$ cat config.mk
export PLATFORM = sky130hd
export DESIGN_NAME = osa_supervisor
export DESIGN_NICKNAME = d
export VERILOG_FILES = /design/src/pkg/osa_pkg.sv /design/src/verilog/osa_supervisor.sv
export SDC_FILE = /design/constraint.sdc
export NUM_CORES = 1
export LEC_CHECK = 0
export ABC_AREA = 0
export BUFFER_PORTS_ARGS = -buffer_cell sky130_fd_sc_hd__buf_2
export CORE_AREA = 4 4 287 233
export CTS_BUF_LIST = sky130_fd_sc_hd__clkbuf_4
export CTS_CLUSTER_SIZE = 40
export DETAILED_ROUTE_END_ITERATION = 8
export DIE_AREA = 0 0 291 237
export PLACE_DENSITY = 0.66
export SETUP_SLACK_MARGIN = 0.4
export SLEW_MARGIN = 20
export SYNTH_ARGS = -nofsm -noshare
export SYNTH_HDL_FRONTEND = slang
export SYNTH_SLANG_ARGS = --single-unit
$ cat constraint.sdc
create_clock -name CLK -period 38.1 [get_ports CLK]
set_input_delay 7.62 -clock CLK [delete_from_list [all_inputs] [get_ports CLK]]
set_output_delay 7.62 -clock CLK [all_outputs]
set_load 0.03 [all_outputs]
$ cat src/pkg/osa_pkg.sv
// Package of constants for the occupancy set point and alarm supervisor
package osa_pkg;
    localparam int unsigned CLK_HZ = 25000000;
    localparam int unsigned SEC_IN_S = 1;
    localparam int unsigned CYC_PER_SEC = CLK_HZ * SEC_IN_S;
    localparam int unsigned ACT_DELAY_MAX_S = 300;
    localparam logic [31:0] ADDR_CTRL = 32'h00000000;
    localparam logic [31:0] ADDR_SP_HIGH = 32'h00000004;
    localparam logic [31:0] ADDR_SP_LOW = 32'h00000008;
    localparam logic [31:0] ADDR_ACT_DELAY = 32'h0000000C;
    localparam logic [31:0] ADDR_LOW_AIR_OCC = 32'h00000010;
    localparam logic [31:0] ADDR_WARN_OCC = 32'h00000014;
    localparam logic [31:0] ADDR_LOW_AIR_RED = 32'h00000018;
    localparam logic [31:0] ADDR_WARN_RED = 32'h0000001C;
    localparam logic [31:0] ADDR_TEMP_LO = 32'h00000020;
    localparam logic [31:0] ADDR_TEMP_HI = 32'h00000024;
    localparam logic [31:0] ADDR_TEMP_OFS = 32'h00000028;
    localparam logic [31:0] ADDR_RELAY_SEL = 32'h0000002C;
    localparam logic [31:0] ADDR_SASH_HEIGHT = 32'h00000030;
    localparam logic [31:0] ADDR_SASH_DELAY = 32'h00000034;
    localparam logic [31:0] ADDR_SASH_REPEAT = 32'h00000038;
    localparam logic [31:0] ADDR_MUTE = 32'h0000003C;
    localparam logic [31:0] ADDR_STATUS = 32'h00000040;
    localparam logic [31:0] ADDR_TEMP_DISP = 32'h00000044;
    localparam int CTRL_DUAL_EN = 0;
    localparam int CTRL_MANUAL = 1;
    localparam int CTRL_UNITS_F = 2;
    localparam int CTRL_SHOW_TEMP = 3;
    localparam int CTRL_SASH_SWITCH = 4;
    localparam int CTRL_REPEAT_EN = 5;
    localparam int CTRL_SASH_EN = 6;
    localparam int CTRL_W = 7;
    localparam logic [6:0] CTRL_RST = 7'h49;
    localparam logic [15:0] SP_HIGH_RST = 16'h01F4;
    localparam logic [15:0] SP_LOW_RST = 16'h012C;
    localparam logic [8:0] ACT_DELAY_RST = 9'h01E;
    localparam logic [8:0] ACT_DELAY_MAX = 9'h12C;
    localparam logic [15:0] LOW_AIR_OCC_RST = 16'h0190;
    localparam logic [15:0] WARN_OCC_RST = 16'h01C2;
    localparam logic [15:0] LOW_AIR_RED_RST = 16'h00F0;
    localparam logic [15:0] WARN_RED_RST = 16'h010E;
    localparam logic signed [15:0] TEMP_MIN = 16'sh0000;
    localparam logic signed [15:0] TEMP_MAX = 16'sh03E8;
    localparam logic signed [15:0] TEMP_LO_RST = 16'sh0032;
    localparam logic signed [15:0] TEMP_HI_RST = 16'sh0190;
    localparam logic signed [15:0] OFS_MIN = -16'sh0032;
    localparam logic signed [15:0] OFS_MAX = 16'sh0032;
    localparam logic signed [15:0] F_OFFSET = 16'sh0140;
    localparam logic [15:0] SASH_HEIGHT_RST = 16'h0064;
    localparam logic [15:0] SASH_DELAY_RST = 16'h003C;
    localparam logic [15:0] SASH_REPEAT_RST = 16'h012C;
    localparam logic [1:0] COND_HIGH = 2'h0;
    localparam logic [1:0] COND_LOW = 2'h1;
    localparam logic [1:0] COND_MANUAL = 2'h2;
    typedef enum logic [1:0] {OSA_OCC = 2'b00, OSA_WAIT = 2'b01, OSA_UNOCC = 2'b11} osa_occ_e;
    typedef enum logic [1:0] {OSA_IDLE = 2'b00, OSA_DELAY = 2'b01, OSA_SOUND = 2'b11, OSA_MUTED = 2'b10} osa_sash_e;
endpackage

$ cat src/verilog/osa_supervisor.sv
// Occupancy set point, temperature and close-sash alarm supervisor with APB registers
// Summary of operation
// [RULE1] Vacant presence starts a 0-300 s delay; low set point only after expiry.
// [RULE2] Presence returning during the delay cancels the change; high set point kept.
// [RULE3] Occupied airflow judged against occupied low-air and warning thresholds.
// [RULE4] Unoccupied airflow judged against separate reduced low-air and warning thresholds.
// [RULE5] Typical set points 0.50 and 0.30 m/s, alarms near 80% and 90%.
// [RULE6] Occupancy comes from the second input, a closed contact from the presence detector.
// [RULE7] Presence detector learns its background at power up.
// [RULE8] Presence detector relearns background periodically, absorbing stationary objects.
// [RULE9] Low temperature point settable 0.0 up to high point; low alarm flagged.
// [RULE10] High temperature point settable from low point to 100.0; high alarm flagged.
// [RULE11] Signed temperature offset added, limited to minus five to plus five degrees.
// [RULE12] Units setting presents temperature in Celsius or Fahrenheit.
// [RULE13] Show-temperature setting gates the display only, not measurement or alarms.
// [RULE14] Low temperature alarm drives its configured relay output.
// [RULE15] High temperature alarm drives its configured relay output.
// [RULE16] Close-sash alarm when sash open while the cupboard is unoccupied.
// [RULE17] Close-sash alarm waits a configurable delay after the condition arises.
// [RULE18] Optional repeat re-sounds the close-sash alarm at intervals while open.
// [RULE19] Sash-open sensing selectable between position sensor and micro switch.
// [RULE20] With dual set point active, condition shows high, low or manual.
// [RULE21] Close-sash alarm clears on occupancy or closed sash; muted alarm re-sounds.
// [RULE22] Temperature alarms use offset-corrected value: above high, below low.
// [RULE23] Occupancy return switches to occupied set point and thresholds immediately.
`timescale 1ns/1ps
module osa_supervisor #(
    parameter int unsigned CYC_PER_SEC = osa_pkg::CYC_PER_SEC,
    parameter int unsigned NUM_RELAYS = 3
) (
    input wire logic CLK,
    input wire logic RESETN,
    input wire logic PSEL,
    input wire logic PENABLE,
    input wire logic PWRITE,
    input wire logic [31:0] PADDR,
    input wire logic [31:0] PWDATA,
    output logic [31:0] PRDATA,
    output logic PREADY,
    output logic PSLVERR,
    input wire logic PRESENCE_INPUT_SELECT,
    input wire logic [15:0] AIRFLOW,
    input wire logic signed [15:0] TEMP_RAW,
    input wire logic [15:0] SASH_POS,
    input wire logic SASH_SWITCH,
    output logic [15:0] SETPOINT,
    output logic [1:0] COND,
    output logic LOW_AIR_ALARM,
    output logic WARN_ALARM,
    output logic signed [15:0] TEMP_DISP,
    output logic TEMP_SHOW,
    output logic TEMP_LO_ALARM,
    output logic TEMP_HI_ALARM,
    output logic [NUM_RELAYS-1:0] RELAY,
    output logic SASH_ALARM
);
    // Relay select fields are two bits wide, so at most three relays can be addressed
    if (CYC_PER_SEC < 1 || NUM_RELAYS < 1 || NUM_RELAYS > 3) begin : g_param_check
        $error("osa_supervisor: unsupported parameter value");
    end

    function automatic logic signed [15:0] clamp_s(input logic signed [15:0] v,
            input logic signed [15:0] lo, input logic signed [15:0] hi);
        if (v < lo) begin
            return lo;
        end else if (v > hi) begin
            return hi;
        end else begin
            return v;
        end
    endfunction

    function automatic logic [NUM_RELAYS-1:0] relay_dec(input logic [1:0] sel, input logic on);
        logic [NUM_RELAYS-1:0] r;
        r = '0;
        for (int i = 0; i < NUM_RELAYS; i++) begin
            if (on && sel == 2'(i + 1)) begin
                r[i] = 1'b1;
            end
        end
        return r;
    endfunction

    // Configuration registers
    logic [osa_pkg::CTRL_W-1:0] ctrl_r;
    logic [15:0] sp_high_r;
    logic [15:0] sp_low_r;
    logic [8:0] act_delay_r;
    logic [15:0] low_air_occ_r;
    logic [15:0] warn_occ_r;
    logic [15:0] low_air_red_r;
    logic [15:0] warn_red_r;
    logic signed [15:0] temp_lo_r;
    logic signed [15:0] temp_hi_r;
    logic signed [15:0] temp_ofs_r;
    logic [3:0] relay_sel_r;
    logic [15:0] sash_height_r;
    logic [15:0] sash_delay_r;
    logic [15:0] sash_repeat_r;

    // APB decode
    wire apb_setup = PSEL && !PENABLE;
    wire apb_wr = PSEL && PENABLE && PREADY && PWRITE;
    wire signed [15:0] wdata_s = PWDATA[15:0];
    wire hit_ctrl = PADDR == osa_pkg::ADDR_CTRL;
    wire hit_sp_high = PADDR == osa_pkg::ADDR_SP_HIGH;
    wire hit_sp_low = PADDR == osa_pkg::ADDR_SP_LOW;
    wire hit_act = PADDR == osa_pkg::ADDR_ACT_DELAY;
    wire hit_lao = PADDR == osa_pkg::ADDR_LOW_AIR_OCC;
    wire hit_wo = PADDR == osa_pkg::ADDR_WARN_OCC;
    wire hit_lar = PADDR == osa_pkg::ADDR_LOW_AIR_RED;
    wire hit_wr = PADDR == osa_pkg::ADDR_WARN_RED;
    wire hit_tlo = PADDR == osa_pkg::ADDR_TEMP_LO;
    wire hit_thi = PADDR == osa_pkg::ADDR_TEMP_HI;
    wire hit_ofs = PADDR == osa_pkg::ADDR_TEMP_OFS;
    wire hit_rel = PADDR == osa_pkg::ADDR_RELAY_SEL;
    wire hit_sh = PADDR == osa_pkg::ADDR_SASH_HEIGHT;
    wire hit_sd = PADDR == osa_pkg::ADDR_SASH_DELAY;
    wire hit_sr = PADDR == osa_pkg::ADDR_SASH_REPEAT;
    wire hit_mute = PADDR == osa_pkg::ADDR_MUTE;
    wire hit_stat = PADDR == osa_pkg::ADDR_STATUS;
    wire hit_tdisp = PADDR == osa_pkg::ADDR_TEMP_DISP;
    wire hit_any = hit_ctrl | hit_sp_high | hit_sp_low | hit_act | hit_lao | hit_wo | hit_lar | hit_wr
        | hit_tlo | hit_thi | hit_ofs | hit_rel | hit_sh | hit_sd | hit_sr | hit_mute | hit_stat | hit_tdisp;
    // Write clamps keep low point at or below high point, so the pair can never cross
    wire signed [15:0] tlo_wr = clamp_s(wdata_s, osa_pkg::TEMP_MIN, temp_hi_r); // [RULE9]
    wire signed [15:0] thi_wr = clamp_s(wdata_s, temp_lo_r, osa_pkg::TEMP_MAX); // [RULE10]
    wire signed [15:0] ofs_wr = clamp_s(wdata_s, osa_pkg::OFS_MIN, osa_pkg::OFS_MAX); // [RULE11]
    wire [8:0] act_wr = (PWDATA[15:0] > 16'(osa_pkg::ACT_DELAY_MAX)) ? osa_pkg::ACT_DELAY_MAX
        : PWDATA[8:0]; // [RULE1]
    wire mute_req = apb_wr && hit_mute && PWDATA[0];

    // One-second enable
    logic [31:0] div_r;
    logic sec_tick_r;
    wire div_end = div_r == 32'(CYC_PER_SEC - 1);

    // Occupancy
    osa_pkg::osa_occ_e occ_r;
    osa_pkg::osa_occ_e occ_nxt;
    logic [8:0] act_cnt_r;
    wire occupied_in = PRESENCE_INPUT_SELECT; // [RULE6]
    wire dual_on = ctrl_r[osa_pkg::CTRL_DUAL_EN];
    wire manual_on = ctrl_r[osa_pkg::CTRL_MANUAL];
    wire act_done = act_cnt_r >= act_delay_r;
    always_comb begin
        occ_nxt = occ_r;
        case (occ_r)
            osa_pkg::OSA_OCC: begin
                if (!occupied_in) begin
                    occ_nxt = osa_pkg::OSA_WAIT; // [RULE1]
                end
            end
            osa_pkg::OSA_WAIT: begin
                if (occupied_in) begin
                    occ_nxt = osa_pkg::OSA_OCC; // [RULE2]
                end else if (act_done) begin
                    occ_nxt = osa_pkg::OSA_UNOCC; // [RULE1]
                end
            end
            osa_pkg::OSA_UNOCC: begin
                if (occupied_in) begin
                    occ_nxt = osa_pkg::OSA_OCC; // [RULE23]
                end
            end
            default: occ_nxt = osa_pkg::OSA_OCC;
        endcase
    end
    // Manual or dual off keeps the occupied set regardless of presence
    wire use_low = dual_on && !manual_on && occ_r == osa_pkg::OSA_UNOCC;
    wire [15:0] sp_sel = use_low ? sp_low_r : sp_high_r;
    wire [15:0] low_thr = use_low ? low_air_red_r : low_air_occ_r; // [RULE3] [RULE4]
    wire [15:0] warn_thr = use_low ? warn_red_r : warn_occ_r; // [RULE3] [RULE4]
    wire [1:0] cond_sel = manual_on ? osa_pkg::COND_MANUAL : use_low ? osa_pkg::COND_LOW
        : osa_pkg::COND_HIGH; // [RULE20]

    // Temperature path, all in tenths of a degree
    wire signed [16:0] tcorr_w = 17'(TEMP_RAW) + 17'(temp_ofs_r); // [RULE11]
    wire signed [15:0] tcorr = clamp_s(tcorr_w[16] == tcorr_w[15] ? tcorr_w[15:0]
        : (tcorr_w[16] ? 16'sh8000 : 16'sh7FFF), 16'sh8000, 16'sh7FFF);
    wire signed [31:0] tf_w = (32'(tcorr) * 32'sd9) / 32'sd5 + 32'(osa_pkg::F_OFFSET);
    wire signed [15:0] tdisp_sel = ctrl_r[osa_pkg::CTRL_UNITS_F] ? tf_w[15:0] : tcorr; // [RULE12]
    wire t_hi = tcorr > temp_hi_r; // [RULE22]
    wire t_lo = tcorr < temp_lo_r; // [RULE22]

    // Close-sash alarm
    osa_pkg::osa_sash_e sash_r;
    osa_pkg::osa_sash_e sash_nxt;
    logic [15:0] sash_cnt_r;
    wire sash_open = ctrl_r[osa_pkg::CTRL_SASH_SWITCH] ? SASH_SWITCH
        : SASH_POS > sash_height_r; // [RULE19]
    wire sash_cond = ctrl_r[osa_pkg::CTRL_SASH_EN] && sash_open && !occupied_in; // [RULE16]
    wire repeat_on = ctrl_r[osa_pkg::CTRL_REPEAT_EN];
    always_comb begin
        sash_nxt = sash_r;
        case (sash_r)
            osa_pkg::OSA_IDLE: begin
                if (sash_cond) begin
                    sash_nxt = osa_pkg::OSA_DELAY;
                end
            end
            osa_pkg::OSA_DELAY: begin
                if (!sash_cond) begin
                    sash_nxt = osa_pkg::OSA_IDLE; // [RULE21]
                end else if (sash_cnt_r >= sash_delay_r) begin
                    sash_nxt = osa_pkg::OSA_SOUND; // [RULE17]
                end
            end
            osa_pkg::OSA_SOUND: begin
                if (!sash_cond) begin
                    sash_nxt = osa_pkg::OSA_IDLE; // [RULE21]
                end else if (mute_req) begin
                    sash_nxt = osa_pkg::OSA_MUTED;
                end
            end
            osa_pkg::OSA_MUTED: begin
                if (!sash_cond) begin
                    sash_nxt = osa_pkg::OSA_IDLE; // [RULE21]
                end else if (repeat_on && sash_cnt_r >= sash_repeat_r) begin
                    sash_nxt = osa_pkg::OSA_SOUND; // [RULE18]
                end
            end
            default: sash_nxt = osa_pkg::OSA_IDLE;
        endcase
    end
    wire sash_restart = sash_nxt != sash_r;

    // Read mux
    wire [31:0] status_w = {23'h0, sash_r == osa_pkg::OSA_MUTED, sash_r == osa_pkg::OSA_SOUND,
        t_hi, t_lo, AIRFLOW < warn_thr, AIRFLOW < low_thr, cond_sel, occ_r != osa_pkg::OSA_UNOCC};
    wire [31:0] rdata_sel =
        hit_ctrl ? 32'(ctrl_r) :
        hit_sp_high ? 32'(sp_high_r) :
        hit_sp_low ? 32'(sp_low_r) :
        hit_act ? 32'(act_delay_r) :
        hit_lao ? 32'(low_air_occ_r) :
        hit_wo ? 32'(warn_occ_r) :
        hit_lar ? 32'(low_air_red_r) :
        hit_wr ? 32'(warn_red_r) :
        hit_tlo ? {16'h0, temp_lo_r} :
        hit_thi ? {16'h0, temp_hi_r} :
        hit_ofs ? {16'h0, temp_ofs_r} :
        hit_rel ? 32'(relay_sel_r) :
        hit_sh ? 32'(sash_height_r) :
        hit_sd ? 32'(sash_delay_r) :
        hit_sr ? 32'(sash_repeat_r) :
        hit_stat ? status_w :
        hit_tdisp ? {16'h0, tdisp_sel} : 32'h00000000;

    // APB answer: one wait-free access phase, answer registered at setup
    always_ff @(posedge CLK or negedge RESETN) begin
        if (!RESETN) begin
            PREADY <= 1'b0;
            PSLVERR <= 1'b0;
            PRDATA <= 32'h00000000;
        end else begin
            PREADY <= apb_setup;
            PSLVERR <= apb_setup && !hit_any;
            PRDATA <= (apb_setup && !PWRITE) ? rdata_sel : 32'h00000000;
        end
    end

    always_ff @(posedge CLK or negedge RESETN) begin
        if (!RESETN) begin
            ctrl_r <= osa_pkg::CTRL_RST;
            sp_high_r <= osa_pkg::SP_HIGH_RST;
            sp_low_r <= osa_pkg::SP_LOW_RST;
            act_delay_r <= osa_pkg::ACT_DELAY_RST;
            low_air_occ_r <= osa_pkg::LOW_AIR_OCC_RST;
            warn_occ_r <= osa_pkg::WARN_OCC_RST;
            low_air_red_r <= osa_pkg::LOW_AIR_RED_RST;
            warn_red_r <= osa_pkg::WARN_RED_RST;
            temp_lo_r <= osa_pkg::TEMP_LO_RST;
            temp_hi_r <= osa_pkg::TEMP_HI_RST;
            temp_ofs_r <= 16'sh0000;
            relay_sel_r <= 4'h0;
            sash_height_r <= osa_pkg::SASH_HEIGHT_RST;
            sash_delay_r <= osa_pkg::SASH_DELAY_RST;
            sash_repeat_r <= osa_pkg::SASH_REPEAT_RST;
        end else if (apb_wr) begin
            if (hit_ctrl) ctrl_r <= PWDATA[osa_pkg::CTRL_W-1:0];
            if (hit_sp_high) sp_high_r <= PWDATA[15:0];
            if (hit_sp_low) sp_low_r <= PWDATA[15:0];
            if (hit_act) act_delay_r <= act_wr;
            if (hit_lao) low_air_occ_r <= PWDATA[15:0];
            if (hit_wo) warn_occ_r <= PWDATA[15:0];
            if (hit_lar) low_air_red_r <= PWDATA[15:0];
            if (hit_wr) warn_red_r <= PWDATA[15:0];
            if (hit_tlo) temp_lo_r <= tlo_wr;
            if (hit_thi) temp_hi_r <= thi_wr;
            if (hit_ofs) temp_ofs_r <= ofs_wr;
            if (hit_rel) relay_sel_r <= PWDATA[3:0];
            if (hit_sh) sash_height_r <= PWDATA[15:0];
            if (hit_sd) sash_delay_r <= PWDATA[15:0];
            if (hit_sr) sash_repeat_r <= PWDATA[15:0];
        end
    end

    always_ff @(posedge CLK or negedge RESETN) begin
        if (!RESETN) begin
            div_r <= 32'h00000000;
            sec_tick_r <= 1'b0;
        end else begin
            div_r <= div_end ? 32'h00000000 : div_r + 32'h00000001;
            sec_tick_r <= div_end;
        end
    end

    // Delay counters saturate so a long wait cannot wrap back below the limit
    always_ff @(posedge CLK or negedge RESETN) begin
        if (!RESETN) begin
            occ_r <= osa_pkg::OSA_OCC;
            act_cnt_r <= 9'h000;
        end else begin
            occ_r <= occ_nxt;
            if (occ_r != osa_pkg::OSA_WAIT) begin
                act_cnt_r <= 9'h000; // [RULE2]
            end else if (sec_tick_r && act_cnt_r != 9'h1FF) begin
                act_cnt_r <= act_cnt_r + 9'h001; // [RULE1]
            end
        end
    end

    always_ff @(posedge CLK or negedge RESETN) begin
        if (!RESETN) begin
            sash_r <= osa_pkg::OSA_IDLE;
            sash_cnt_r <= 16'h0000;
        end else begin
            sash_r <= sash_nxt;
            if (sash_restart) begin
                sash_cnt_r <= 16'h0000;
            end else if (sec_tick_r && sash_cnt_r != 16'hFFFF) begin
                sash_cnt_r <= sash_cnt_r + 16'h0001; // [RULE17] [RULE18]
            end
        end
    end

    always_ff @(posedge CLK or negedge RESETN) begin
        if (!RESETN) begin
            SETPOINT <= osa_pkg::SP_HIGH_RST;
            COND <= osa_pkg::COND_HIGH;
            LOW_AIR_ALARM <= 1'b0;
            WARN_ALARM <= 1'b0;
            TEMP_DISP <= 16'sh0000;
            TEMP_SHOW <= 1'b0;
            TEMP_LO_ALARM <= 1'b0;
            TEMP_HI_ALARM <= 1'b0;
            RELAY <= '0;
            SASH_ALARM <= 1'b0;
        end else begin
            SETPOINT <= sp_sel; // [RULE1] [RULE23]
            COND <= cond_sel; // [RULE20]
            LOW_AIR_ALARM <= AIRFLOW < low_thr; // [RULE3] [RULE4]
            WARN_ALARM <= AIRFLOW < warn_thr; // [RULE3] [RULE4]
            TEMP_DISP <= tdisp_sel; // [RULE12]
            TEMP_SHOW <= ctrl_r[osa_pkg::CTRL_SHOW_TEMP]; // [RULE13]
            TEMP_LO_ALARM <= t_lo; // [RULE9]
            TEMP_HI_ALARM <= t_hi; // [RULE10]
            RELAY <= relay_dec(relay_sel_r[1:0], t_lo) | relay_dec(relay_sel_r[3:2], t_hi); // [RULE14] [RULE15]
            SASH_ALARM <= sash_nxt == osa_pkg::OSA_SOUND; // [RULE16]
        end
    end
endmodule // osa_supervisor

# --- Yosys cells after proc, flatten, opt, wreduce, memory -nomap -nowiden ---
# Index checks and enable logic that the tools add are counted.
word_totals:
  regBits: 335
  input_bits: 119
  out_inout_bits: 77
  elab_cells: 222
op_classes:
  n_addsub: 5
  n_mul: 1
  div_mod_pow: 1
  magnitude_cmp: 17
  eq_ne: 39
  n_mux: 60
  bitwise_logic: 18
  reduce_logical: 47
ops:
  columns: ["cell", "n"]
  rows:
  - ["$mux 16", 34]
  - ["$eq 32x6->1 const B", 8]
  - ["$eq 32x5->1 const B", 4]
  - ["$eq 32x4->1 const B", 2]
  - ["$eq 32x7->1 const B", 2]
  - ["$lt 16x16->1", 4]
  - ["$gt 16x16->1", 3]
  - ["$add 32x1->32 const B", 1]
  - ["$div 32x4->32 const B", 1]
  - ["$eq 32x25->1 const B", 1]
  - ["$eq 32x3->1 const B", 1]
  - ["$ge 16x16->1", 2]
  - ["$logic_not 32->1", 1]
  - ["$mux 32", 1]
  - ["$reduce_and 2->1", 15]
  - ["$mux 9", 3]
  - ["$mux 2", 12]
  - ["$logic_and 1x1->1", 21]
  - ["$mul 16x5->21 const B", 1]
  - ["$add 16x16->17", 1]
  - ["$or 1x1->1", 17]
  - ["$add 16x1->16 const B", 1]
  - ["$add 16x10->16 const B", 1]
  - ["$eq 2x2->1 const B", 8]
  - ["25 further kinds", 43]

# --- Depth between registers and ports, before layout ---
depth:
  depth_word: 28
  mapped_depth: 92
  ltp_nobuf: 83

# --- Worst setup path after synthesis ---
# No wires, ideal clock.
synth_timing:
  path_kind: "input port to flip-flop"
  from: "input port TEMP_RAW[1]"
  to: "register PRDATA[7]"
  setup_ns: 0.127
  arrival_ns: 23.224
  t_required_ns: 37.973
  setup_slack_ns: 14.749
  cell_stages: 87
  path_buffers: 6
  path_cell_list: "ha_1 a21o_1 a21o_1 a21o_1 a21oi_1 o21bai_1 a21oi_1 o21bai_1 a21oi_1 nor2b_1 o21a_1 o21a_1 nor2_1 nor2_1 o21ai_0 nand2b_1 a21oi_1 xnor2_1 [... 51 more ...] a21oi_1 xnor2_1 ha_1 mux2_2 nand2_1 a222oi_1 a221oi_1 nand2_1 o21ai_0 nand2_1 o21ai_0 a21oi_1 nor2_1 o21ai_0 o21ai_0 a211oi_1 a221oi_1 nor2b_1"
synth_via:
  elab_chain_cells: 28
  word_cells_on_any_way: 30
  classes_between: "add/sub (2); mul (1); div (1); order compare (2); eq/ne (1); mux (23)"
synth_rtl:
  columns: ["element", "line", "text"]
  rows:
  - ["start, declared", "osa_supervisor.sv:43", "input wire logic signed [15:0] TEMP_RAW,"]
  - ["$add 16x16->17 (*)", "osa_supervisor.sv:178", "wire signed [16:0] tcorr_w = 17'(TEMP_RAW) + 17'(temp_ofs_r);"]
  - ["$mux 16 / $eq 1x1->1 (equally long branches)", "osa_supervisor.sv:180, osa_supervisor.sv:179", null]
  - ["$mux 16 (*)", "osa_supervisor.sv:179", "wire signed [15:0] tcorr = clamp_s(tcorr_w[16] == tcorr_w[15] ? tcorr_w[15:0]"]
  - ["$gt 16x16->1", "osa_supervisor.sv:66", "end else if (v > hi) begin"]
  - ["$mux 16", "osa_supervisor.sv:66", null]
  - ["$mux 16 (*)", "osa_supervisor.sv:64", "if (v < lo) begin"]
  - ["$mul 16x5->21", "osa_supervisor.sv:181", "wire signed [31:0] tf_w = (32'(tcorr) * 32'sd9) / 32'sd5 + 32'(osa_pkg::F_OFFSET);"]
  - ["$div 32x4->32", "osa_supervisor.sv:181", null]
  - ["[... 2 more ...]", null, null]
  - ["via tdisp_sel[7]", "osa_supervisor.sv:182", "wire signed [15:0] tdisp_sel = ctrl_r[osa_pkg::CTRL_UNITS_F] ? tf_w[15:0] : tcorr;"]
  - ["[... 10 more ...]", null, null]
  - ["$mux 16 (*)", "osa_supervisor.sv:238", "hit_lar ? 32'(low_air_red_r) :"]
  - ["$mux 16 (*)", "osa_supervisor.sv:237", "hit_wo ? 32'(warn_occ_r) :"]
  - ["$mux 16 (*)", "osa_supervisor.sv:236", "hit_lao ? 32'(low_air_occ_r) :"]
  - ["$mux 16 (*)", "osa_supervisor.sv:235", "hit_act ? 32'(act_delay_r) :"]
  - ["$mux 16 (*)", "osa_supervisor.sv:234", "hit_sp_low ? 32'(sp_low_r) :"]
  - ["$mux 16 (*)", "osa_supervisor.sv:233", "hit_sp_high ? 32'(sp_high_r) :"]
  - ["$mux 16 (*)", "osa_supervisor.sv:232", "hit_ctrl ? 32'(ctrl_r) :"]
  - ["$mux 16 (*)", "osa_supervisor.sv:259", "PRDATA <= (apb_setup && !PWRITE) ? rdata_sel : 32'h00000000;"]
  - ["end signal, assigned", "osa_supervisor.sv:259", null]
  - ["end, declared", "osa_supervisor.sv:38", "output logic [31:0] PRDATA,"]
# The timed path passes the listed nets; every way through them passes the cells marked *.
# A chain may end at the register's enable or synchronous reset.

# --- Final worst setup path ---
# Ends and elaborated chain as after synthesis.

==> impl_results.md <==
* Clock root buffer: clkbuf_4
* CP Data Required Time at 38800 ps
* Synthesized flop and latch total at 335
* Drc violations at 0
* Status: finished clean
* Internal reg-to-reg setup slack at 17560 ps
* Drt total wl at 82200 um
* CP peak stage delay at 790 ps
* Die height at 237 um
* Clock Path Buffers at 3
* First-pass GRT wire length at 126000 um
* CP max FO at 21
* FMAX at 0.0369 GHz
* WHS at 422 ps
* Leak at 12.7 nW
* Final ANT Viol Nets at 0
* Worst-path clk slew at 70 ps
* Crit end category: flop
* Max-slew violation count at 0
* Setup TNS at 0 ps
* Min-Delay Endpoint: TEMP_SHOW$_DFF_PN0_
* CTS hold repair buffers at 0
* Layout cells sized above 1 at 0.199
* GRT Util Overall at 0.230
* Worst Max-Slew Pin Slew at 1170 ps
* Vias at 23.0k
* Most frequent cells in the layout: nand2_1, dfrtp_1, ha_1
* RR Endpoint: PRDATA[7]$_DFF_PN0_
* Cts repair resizes at 0
* Initial antenna violation count at 11
* Register area at 0.00845 mm2
* Final period utilization at 0.711
* Vias in the first global route at 21.3k
* Synth-to-Final Area Change at 10.5%
* Core area at 0.0638 mm2
* DRT Pass-1 Iters at 7
* Setup Crit Path Kind: input pin to flop
* Fill count at 6359
* Relative slew margins at 0.210
* CTS buffer count at 81
* Post-CTS Setup Inserts at 0
* PwrDens at 76.9 mW/mm2
* Ys flop type: dfrtp_1
* Endpoints failing hold at 0
* Area contributors post-synth: dfrtp_1, ha_1, mux2_2
* Worst EP arrival at 27790 ps
* Area share of the largest cell type after synthesis at 0.276
* Worst skew pair latency at 780 ps
* Post-synth EDFFs at 0
* Crit path max-delay cell type: a222oi_1
* Placer Congestion at 0.914
* Unique masters post-synth at 114
* CTS tree: done
* RSZ-0062 raised after global routing: false
* Mapped Cells at 2844
* Worst r2r path cells at 81
* Final #Nets at 3322
* IO buf count at 163
* Cell Rows at 83
* Peak supply drop at 0.0000814 V
* Post-Synthesis Cell Area at 0.0254 mm2
* Routed len/inst at 21.1 um
* Most used cell, CP: a21oi_1
* Maxcap violations at 0
* DR vias/cell at 5.88
* Mean Syn Cell Area at 8.94 um2
* Tmin final at 27090 ps
* Final HPWL DP at 61100 um
* H-tree depth at 3
* CP top delay family: compound AO/OA/AOI/OAI gates
* Clock skew at 53.7 ps
* Buf/Inv on CP at 4
* Starting DRT DRC Count at 2264
* HP Start: ctrl_r[3]$_DFFE_PN1P_
* I/O pins at 196
* Cell taking the most area after synthesis: dfrtp_1
* Most flops, register: div_r
* Yosys warns at 0
* Tightest Hold Check Type: flop to flop
* Largest register FFs at 32
* Largest net degree at the start of global routing at 169
* GRT overflow at 0
* Multi-input logic area at 0.0159 mm2
* RR Startpoint: temp_ofs_r[1]$_DFFE_PN0P_
* Startpoint Class: input pin
* WHS Path Cells at 0
* Commonest non-fill, non-tap cell in the layout: nand2_1
* Clock Sinks at 335
* Initial Util at 0.399
* Total die area at 0.0690 mm2
* Die Span X at 291 um
* FFs w/ async S/R, synth at 1.00
* Final setup fails at 0
* Sequential-to-total area share from yosys stat at 0.332
==> cell families (layout without fill, tap and decap cells) <==
family,Yosys count,in the layout,synth area share
AND/OR/NAND/NOR,895,895,0.170
AO/OA/AOI/OAI,807,807,0.219
flip-flops,335,335,0.332
buffers and inverters,268,462,0.0440
adder cells (fa/ha/maj),211,211,0.104
multiplexers,201,201,0.0866
XOR/XNOR,126,126,0.0437
other,1,19,0.000147
==> how the worst max path moves through the flow <==
stage | startpoint | slack, ps | endpoint | depth (start not counted)
global route | TEMP_RAW[1] | 9630 | PRDATA[7]$_DFF_PN0_ | 82
CTS | TEMP_RAW[1] | 11570 | PRDATA[7]$_DFF_PN0_ | 83
floorplan | TEMP_RAW[1] | 14750 | PRDATA[7]$_DFF_PN0_ | 87
detailed placement | TEMP_RAW[1] | 10810 | PRDATA[7]$_DFF_PN0_ | 83
global placement | TEMP_RAW[1] | 11020 | PRDATA[7]$_DFF_PN0_ | 82
finish | TEMP_RAW[1] | 11010 | PRDATA[7]$_DFF_PN0_ | 82
==> power breakdown <==
group / internal (W) / leakage [nW] / total (W) / switching (W)
combinational: 0.000518 / 7.79 / 0.00148 / 0.000962
clock: 0.000171 / 0.647 / 0.000324 / 0.000153
sequential: 0.000358 / 4.29 / 0.000359 / 0.00000115
total: 0.00105 / 12.7 / 0.00216 / 0.00112
==> synth_stat cells (31+ instances only) <==
library cell	number
nand2_1	295
nor2b_1	48
inv_1	115
a21o_1	33
and3_1	31
a21oi_1	189
clkbuf_1	114
nand2b_1	47
nor3_1	52
xnor2_1	72
nand4_1	47
dfrtp_1	280
ha_1	207
dfstp_2	55
nor2_1	192
nand3_1	72
mux2_2	153
a221oi_1	33
o21a_1	36
o21ai_0	188
xor2_1	53
mux2i_1	48
==> through the flow <==
step / power (W) / area, um2 / setup slack, ps / util / cells
2_1_floorplan: 0.00153 / 25500 / 14750 / - / 2859
3_3_place_gp: 0.00180 / 27000 / 11020 / 0.424 / 3761
3_5_place_dp: 0.00181 / 27000 / 10810 / 0.424 / 3761
4_1_cts: 0.00214 / 28100 / 11570 / 0.441 / 3903
5_1_grt: 0.00234 / 28100 / 9630 / 0.441 / 3906
6_report: 0.00216 / 28100 / 11010 / 0.441 / 3906
==> routing by layer <==
metal  share of wire  up-vias  global-route usage  wire length [um]
met1            0.45    10981               0.332             37300
met3           0.099      160              0.0689              8140
li1                -    10833                   -                 -
met4           0.025        8              0.0614              2060
met5         0.00073        -                   0                60
met2            0.42      976               0.334             34700
==> layout make-up <==
class	instances	area share
inverter	117	0.0156
clock buffer	127	0.0339
tap	850	0.0378
antenna	3	0.000267
timing repair buffer	203	0.0405
sequential	335	0.301
multi-input combinational	2256	0.566
clock inverter	15	0.00494
Note: power is estimated with default switching activity, not from simulation.
